**config.mk**
```make
export PLATFORM = sky130hd
export DESIGN_NAME = hpbsc_top
export DESIGN_NICKNAME = d
export VERILOG_FILES = /design/src/include/hpbsc_pkg.sv /design/src/hdl/hpbsc_top.sv
export VERILOG_INCLUDE_DIRS = /design/src /design/src/include
export SDC_FILE = /design/constraint.sdc
export NUM_CORES = 1
export LEC_CHECK = 0
export BUFFER_PORTS_ARGS = -buffer_cell sky130_fd_sc_hd__buf_2
export CORE_AREA = 2 2 67 56
export DETAILED_ROUTE_END_ITERATION = 10
export DIE_AREA = 0 0 69 58
export GPL_TIMING_DRIVEN = 0
export PLACE_DENSITY = 0.82
export SYNTH_ARGS = -nofsm -noshare
export SYNTH_HDL_FRONTEND = slang
export SYNTH_SLANG_ARGS = --single-unit
```
**constraint.sdc**
```tcl
create_clock -name MCLK -period 1.3 [get_ports MCLK]
set_clock_uncertainty 0.15 [all_clocks]
set_input_delay 0.065 -clock MCLK [delete_from_list [all_inputs] [get_ports MCLK]]
set_output_delay 0.065 -clock MCLK [all_outputs]
set_load 0.02 [all_outputs]
```
**src/include/hpbsc_cfg.svh**
```systemverilog
`ifndef HPBSC_CFG_SVH
`define HPBSC_CFG_SVH

// ****************************************
// Register offsets
// ****************************************
`define HPBSC_UP_BOOST_ADDR   8'hf6
`define HPBSC_DN_BOOST_ADDR   8'hf8
`define HPBSC_SWAP_ADDR       8'hfa

// ****************************************
// Field positions and reset values
// ****************************************
`define HPBSC_UP_LVL_LSB      0
`define HPBSC_DN1_LVL_LSB     0
`define HPBSC_DN2_LVL_LSB     2
`define HPBSC_SWAP_UP_BIT     0
`define HPBSC_SWAP_DN1_BIT    1
`define HPBSC_SWAP_DN2_BIT    2
`define HPBSC_BOOST_RST       2'h0
`define HPBSC_SWAP_RST        3'h0
`define HPBSC_PORTS           3

`endif

```
**src/include/hpbsc_pkg.sv**
```systemverilog
`default_nettype none
package hpbsc_pkg;
  // Two-bit drive boost code: 0 none, 1 low, 2 medium, 3 high
  typedef logic [1:0] hpbsc_boost_t;
  // One bit per port: 0 upstream, 1 downstream 1, 2 downstream 2
  typedef logic [2:0] hpbsc_ports_t;
endpackage
`default_nettype wire

```
**src/hdl/hpbsc_top.sv**
```systemverilog
`timescale 1ns/1ps
`default_nettype none
`include "hpbsc_cfg.svh"

module hpbsc_top
(
  // Clock and reset
  input  wire logic                  MCLK,
  input  wire logic                  RST_N,
  // Configuration port
  input  wire logic [7:0]            CFG_ADDR,
  input  wire logic [7:0]            CFG_WDATA,
  input  wire logic                  CFG_WR,
  input  wire logic                  CFG_RD,
  output logic      [7:0]            CFG_RDATA,
  output logic                       CFG_RVALID,
  // Static transceiver controls
  output hpbsc_pkg::hpbsc_boost_t    UPSTREAM_BOOST_LEVEL,
  output hpbsc_pkg::hpbsc_boost_t    DOWN1_BOOST_LEVEL,
  output hpbsc_pkg::hpbsc_boost_t    DOWN2_BOOST_LEVEL,
  output hpbsc_pkg::hpbsc_ports_t    LINE_SWAP_BITS,
  // Core side of the data lines
  input  wire hpbsc_pkg::hpbsc_ports_t CORE_POS_OUT,
  input  wire hpbsc_pkg::hpbsc_ports_t CORE_NEG_OUT,
  input  wire hpbsc_pkg::hpbsc_ports_t CORE_LINE_OE,
  output hpbsc_pkg::hpbsc_ports_t    CORE_POS_IN,
  output hpbsc_pkg::hpbsc_ports_t    CORE_NEG_IN,
  // Pin side of the data lines
  input  wire hpbsc_pkg::hpbsc_ports_t POSITIVE_LINE_PIN_I,
  input  wire hpbsc_pkg::hpbsc_ports_t NEGATIVE_LINE_PIN_I,
  output hpbsc_pkg::hpbsc_ports_t    POSITIVE_LINE_PIN_O,
  output hpbsc_pkg::hpbsc_ports_t    NEGATIVE_LINE_PIN_O,
  output hpbsc_pkg::hpbsc_ports_t    POSITIVE_LINE_PIN_OE,
  output hpbsc_pkg::hpbsc_ports_t    NEGATIVE_LINE_PIN_OE
);

  // ****************************************
  // Helpers
  // ****************************************
  // Per-bit line crossing, shared by both directions
  function automatic hpbsc_pkg::hpbsc_ports_t pick_line
  (
    input hpbsc_pkg::hpbsc_ports_t swap,
    input hpbsc_pkg::hpbsc_ports_t straight,
    input hpbsc_pkg::hpbsc_ports_t crossed
  );
    pick_line = (straight & ~swap) | (crossed & swap);
  endfunction

  logic wr_up;
  logic wr_dn;
  logic wr_swap;

  // Address decode
  assign wr_up   = CFG_WR && (CFG_ADDR == `HPBSC_UP_BOOST_ADDR);
  assign wr_dn   = CFG_WR && (CFG_ADDR == `HPBSC_DN_BOOST_ADDR);
  assign wr_swap = CFG_WR && (CFG_ADDR == `HPBSC_SWAP_ADDR);

  // ****************************************
  // Configuration registers
  // ****************************************
  // Upstream boost; upper bits are not stored so they read as zero
  always_ff @(posedge MCLK or negedge RST_N)
  begin
    if (!RST_N)
      UPSTREAM_BOOST_LEVEL <= `HPBSC_BOOST_RST;
    else if (wr_up)
      UPSTREAM_BOOST_LEVEL <= CFG_WDATA[`HPBSC_UP_LVL_LSB +: 2];
  end

  // Downstream boost pair
  always_ff @(posedge MCLK or negedge RST_N)
  begin
    if (!RST_N)
    begin
      DOWN1_BOOST_LEVEL <= `HPBSC_BOOST_RST;
      DOWN2_BOOST_LEVEL <= `HPBSC_BOOST_RST;
    end
    else if (wr_dn)
    begin
      DOWN2_BOOST_LEVEL <= CFG_WDATA[`HPBSC_DN2_LVL_LSB +: 2];
      DOWN1_BOOST_LEVEL <= CFG_WDATA[`HPBSC_DN1_LVL_LSB +: 2];
    end
  end

  // Swap flags; reserved bits 7:3 are dropped
  always_ff @(posedge MCLK or negedge RST_N)
  begin
    if (!RST_N)
      LINE_SWAP_BITS <= `HPBSC_SWAP_RST;
    else if (wr_swap)
    begin
      LINE_SWAP_BITS[`HPBSC_SWAP_DN2_BIT] <= CFG_WDATA[`HPBSC_SWAP_DN2_BIT];
      LINE_SWAP_BITS[`HPBSC_SWAP_DN1_BIT] <= CFG_WDATA[`HPBSC_SWAP_DN1_BIT];
      LINE_SWAP_BITS[`HPBSC_SWAP_UP_BIT]  <= CFG_WDATA[`HPBSC_SWAP_UP_BIT];
    end
  end

  // Read answer one cycle after the strobe; unmapped reads give zero
  always_ff @(posedge MCLK or negedge RST_N)
  begin
    if (!RST_N)
    begin
      CFG_RDATA  <= 8'h00;
      CFG_RVALID <= 1'b0;
    end
    else
    begin
      CFG_RVALID <= CFG_RD;
      if (CFG_RD)
        unique case (CFG_ADDR)
          `HPBSC_UP_BOOST_ADDR: CFG_RDATA <= {6'h00, UPSTREAM_BOOST_LEVEL};
          `HPBSC_DN_BOOST_ADDR: CFG_RDATA <= {4'h0, DOWN2_BOOST_LEVEL,
                                              DOWN1_BOOST_LEVEL};
          `HPBSC_SWAP_ADDR:     CFG_RDATA <= {5'h00, LINE_SWAP_BITS};
          default:              CFG_RDATA <= 8'h00;
        endcase
    end
  end

  // ****************************************
  // Data line pin mapping
  // ****************************************
  // Registered so every pin comes from a flop; costs one cycle of latency
  always_ff @(posedge MCLK or negedge RST_N)
  begin
    if (!RST_N)
    begin
      POSITIVE_LINE_PIN_O  <= 3'h0;
      NEGATIVE_LINE_PIN_O  <= 3'h0;
      POSITIVE_LINE_PIN_OE <= 3'h0;
      NEGATIVE_LINE_PIN_OE <= 3'h0;
    end
    else
    begin
      POSITIVE_LINE_PIN_O  <= pick_line(LINE_SWAP_BITS, CORE_POS_OUT, CORE_NEG_OUT);
      NEGATIVE_LINE_PIN_O  <= pick_line(LINE_SWAP_BITS, CORE_NEG_OUT, CORE_POS_OUT);
      // Both pins of a pair share one enable, so swapping never splits them
      POSITIVE_LINE_PIN_OE <= CORE_LINE_OE;
      NEGATIVE_LINE_PIN_OE <= CORE_LINE_OE;
    end
  end

  // Receive side mirrors the transmit crossing
  always_ff @(posedge MCLK or negedge RST_N)
  begin
    if (!RST_N)
    begin
      CORE_POS_IN <= 3'h0;
      CORE_NEG_IN <= 3'h0;
    end
    else
    begin
      CORE_POS_IN <= pick_line(LINE_SWAP_BITS, POSITIVE_LINE_PIN_I, NEGATIVE_LINE_PIN_I);
      CORE_NEG_IN <= pick_line(LINE_SWAP_BITS, NEGATIVE_LINE_PIN_I, POSITIVE_LINE_PIN_I);
    end
  end
endmodule // hpbsc_top

`default_nettype wire

```
Yosys cells after proc, flatten, opt, wreduce, memory -nomap -nowiden
Cells that the tools add are included.
- equal/unequal tests: 3
- bitwise gates (word level): 13
- reduce and logical (&&, ||, !) cells: 3
- muxes and demuxes: 1
- operators by type and width (kind ; number):
    bitwise AND 3 bit ; 8
    equality test 8 bit, second input constant ; 3
    bitwise OR 3 bit ; 4
    case mux 4 bit (3 select lines) ; 1
    logical AND 1 bit ; 3
    NOT 3 bit ; 1
- logic and storage cells: 31
- register bits after elaboration: 33
- output and inout port bits: 36

Depth between registers and ports, before layout
- depth in word-level cells: 3
- mapped depth: 3
- mapped depth without buffers: 3

Worst setup path after synthesis
OpenSTA, ideal clock, no wires.
- path kind: reg2reg
- start point: register LINE_SWAP_BITS[0]
- end point: register CFG_RDATA[0]
- arrival: 1.148 ns
- setup time: 0.120 ns
- required time: 1.030 ns
- path slack: -0.119 ns
- clock period less this slack: 1.419 ns
- cell stages (with the launch flop): 4
- cell sequence: dfrtp_1 and4b_1 a211o_1 a41o_1
- longest elaborated chain between the ends: 1
- RTL lines (item ; line ; text):
    start: declaration ; hpbsc_top.sv:21 ; output hpbsc_pkg::hpbsc_ports_t LINE_SWAP_BITS,
    start signal: assignment ; hpbsc_top.sv:90 ; LINE_SWAP_BITS <= `HPBSC_SWAP_RST;
    start signal: indexed assignment ; hpbsc_top.sv:93 ; LINE_SWAP_BITS[`HPBSC_SWAP_DN2_BIT] <= CFG_WDATA[`HPBSC_SWAP_DN2_BIT];
    start signal: indexed assignment ; hpbsc_top.sv:94 ; LINE_SWAP_BITS[`HPBSC_SWAP_DN1_BIT] <= CFG_WDATA[`HPBSC_SWAP_DN1_BIT];
    case mux 4 bit (3 select lines) ; hpbsc_top.sv:111 ; unique case (CFG_ADDR)
    end signal: assignment ; hpbsc_top.sv:112 ; `HPBSC_UP_BOOST_ADDR: CFG_RDATA <= {6'h00, UPSTREAM_BOOST_LEVEL};
    end signal: assignment ; hpbsc_top.sv:113 ; `HPBSC_DN_BOOST_ADDR: CFG_RDATA <= {4'h0, DOWN2_BOOST_LEVEL,
    end signal: assignment ; hpbsc_top.sv:115 ; `HPBSC_SWAP_ADDR: CFG_RDATA <= {5'h00, LINE_SWAP_BITS};
    end: declaration ; hpbsc_top.sv:15 ; output logic [7:0] CFG_RDATA,
No other way between the ends.
A chain may end at the register's enable or synchronous reset.

Worst setup path after layout
- start point: register UPSTREAM_BOOST_LEVEL[0]
- end point: register CFG_RDATA[0]
- longest elaborated chain between the ends: 1
- RTL lines (item ; line ; text):
    start: declaration ; hpbsc_top.sv:18 ; output hpbsc_pkg::hpbsc_boost_t UPSTREAM_BOOST_LEVEL,
    start signal: assignment ; hpbsc_top.sv:66 ; UPSTREAM_BOOST_LEVEL <= `HPBSC_BOOST_RST;
    start signal: assignment ; hpbsc_top.sv:68 ; UPSTREAM_BOOST_LEVEL <= CFG_WDATA[`HPBSC_UP_LVL_LSB +: 2];
    case mux 4 bit (3 select lines) ; hpbsc_top.sv:111 ;
No other way between the ends.

==> impl_results.md <==
- Core area: 3328 um^2
- Drt drc: 0
- Post-synth top area cell: dfrtp_1
- Worst endpoint data arrival time: approximately 1.3 ns
- Failing checks: negative setup slack
- Most common cell after layout, fill and taps aside: buf_2
- Post-route worst setup slack: -0.003267 ns
- CTS tree: yes
- Syn Inst Count: 83
- Initial antenna violation count: 0
- I/O Buffers: slightly above 60
- CTS Buf Count: 5
- Ranking of synthesized cells by area: dfrtp_1 (58%), mux2_2 (20%), buf_4 (4.2%)
- ANT nets after route: 0
- Worst EP required: 1.31 ns
- WS Path Type: reg -> reg
- Grt ovf: 0
- Bufs on Longest Clock Path: 2
- Synthesized area per cell: between 15 and 20 um^2
- Unrepaired setup endpoints after global routing: yes
- Worst-path clk slew: about 0.060 ns
- Highest Clock Rate: ~770 MHz
- Sequential fraction of the synthesis area: 0.5794
- Io pins: 71
- Power Density: between 1000 and 1500 nW/um^2
- First-pass DRT Iterations: 3
- VDD IR max: 0.0004117 V
- Drt wl/cell: approximately 13 um
- Max-slew violation count: 0
- GRT Total Usage: 0.1533
- H-tree levels: 2
- Max FO, Critical Path: 3
- Clock sinks: 29
- Total placed instance area: roughly 1600 um^2
- HPWL after DPL: 2.101 mm
- Final min period: 1.303 ns
- Nets: 213
- Worst skew pair latency: 0.28 ns
- Die ar.: around 4000 um^2
- Final setup violation count: 1
- Synthesized flop and latch total: 29
- Reg2Reg Setup Slack: -0.003 ns
- Distinct cells, synth: 15
- Initial DRC Count: 24
- Layout filler cell count: between 200 and 300
- Area grow syn2layout: 55.14%
- Root Driver: clkbuf_8
- Commonest non-fill, non-tap cells in the layout: buf_2 (62), dfrtp_1 (25), mux2_2 (22)
- Vias per cell: 4.595
- Tcrit/Tclk final: 1.003
- Area of the mapped netlist: 1252 um^2
- Finished Cell Area: 1943 um^2
- Synth warn: 0
- P_leak: 0.001051 uW
- Final hold vios: 0
- Starting Density: 0.3763
- Overall power: 2012 uW
- Die Ht: 58 um
- Final wirelength: roughly 2.9 mm
- Hold Crit Class: in -> reg
- Post-synth top area share: 0.5794
- Die W: approximately 69 um
- Antenna cells: 0
- Global-route wire length before repair: 4.643 mm
- Slew headroom: 0.5889
- Post_cts resized: 0
- Share of post-route cells with drive strength above 1: 0.6124
- Status: finished with violations
- Largest net degree at the start of global routing: 30
- CP endpoint kind: flop
- GP Congestion: 0.7602
- CP Launch Type: flop
- Placement row count: 19
- Number of global-route vias before repair: 1054
- Slew @ Worst Pin: 0.6166 ns
- Vias post-DR: 1011
- Max_cap viols: 0
cell usage after synthesis:
library cell,number
a211o_1,2
a41o_1,4
and2_1,2
and3b_2,1
and4b_1,3
and4b_2,2
buf_4,7
conb_1,1
dfrtp_1,29
mux2_2,22
nand4_1,2
nand4_4,1
nor2b_1,5
nor3b_4,1
or2_2,1
flip-flops by register name (all words and copies together) (netlist names):
signal and cells:
CFG_RVALID 1, NEGATIVE_LINE_PIN_O 3, CORE_NEG_IN 3, DOWN1_BOOST_LEVEL 2, DOWN2_BOOST_LEVEL 2, LINE_SWAP_BITS 3
POSITIVE_LINE_PIN_O 3, NEGATIVE_LINE_PIN_OE 3, CFG_RDATA 4, CORE_POS_IN 3, UPSTREAM_BOOST_LEVEL 2
report_power, final:
part           leakage (uW)  switching (uW)  internal [uW]
combinational      0.000647             166            167
clock             0.0000443             299            418
sequential         0.000360            18.2            943
metal layers:
metal / vias up / track usage / wire (um)
met5: - / 0 / 0
met4: 0 / 0.06723 / 45
met3: 7 / 0.05565 / 268
met2: 47 / 0.2802 / 1369
met1: 466 / 0.1612 / 1174
li1: 491 / - / -
critical path, stage by stage (launching register included):
cell	delay, ns
dfrtp_2	0.41
and4b_2	0.22
a211o_1	0.23
a41o_1	0.18
worst paths after layout:
path / startpoint / to / depth (start not counted)
setup reg to reg: UPSTREAM_BOOST_LEVEL[0]$_DFFE_PN0P_ / CFG_RDATA[0]$_DFFE_PN0P_ / 3
max in group asynchronous: RST_N / LINE_SWAP_BITS[0]$_DFFE_PN0P_ / 2
hold reg to reg: UPSTREAM_BOOST_LEVEL[1]$_DFFE_PN0P_ / UPSTREAM_BOOST_LEVEL[1]$_DFFE_PN0P_ / 1
hold / removal: CFG_ADDR[6] / DOWN1_BOOST_LEVEL[0]$_DFFE_PN0P_ / 3
min in group asynchronous: RST_N / DOWN1_BOOST_LEVEL[0]$_DFFE_PN0P_ / 2
setup / recovery: UPSTREAM_BOOST_LEVEL[0]$_DFFE_PN0P_ / CFG_RDATA[0]$_DFFE_PN0P_ / 3
layout make-up:
cell class / instances / area [um^2] / share of cell area
plain buffers: 7 / 52.55 / 0.02704
clock buffers: 7 / 86.33 / 0.04443
well taps: 42 / 52.55 / 0.02704
repair buffers: 85 / 535.5 / 0.2756
multi-input cells: 50 / 485.5 / 0.2498
flip-flops and latches: 29 / 730.7 / 0.3760
per-stage QoR:
stage                TNS [ns]  utilization  cells  worst slack [ns]  hold slack [ns]
floorplan            -0.07983            -     86          -0.04002          -0.3806
global placement      -0.2197       0.4902    190          -0.05594         -0.05300
detailed placement    -0.3109       0.4902    190          -0.08429         -0.03284
CTS                 -0.004980       0.5838    220         -0.004980          0.05111
global route         -0.07498       0.5838    220          -0.04483          0.06702
finish              -0.003267       0.5838    220         -0.003267          0.04692
timing repair:
item | 4_1_cts | 5_1_grt
hold endpoints to repair | 54 | 0
cloned | 0 | 0
buffers inserted | 2 | 0
pin swaps | 0 | 0
hold buffers | 21 | 0
endpoints found under the setup margin | 2 | 2
cells by family after synthesis:
family          count (synthesis)  synth area share
mux                            22            0.1978
buf+inv                         7           0.04196
simple gates                   18            0.1319
other cells                     1          0.002994
compound gates                  6           0.04596
flops                          29            0.5794
Note: power is estimated with default switching activity, not from simulation.
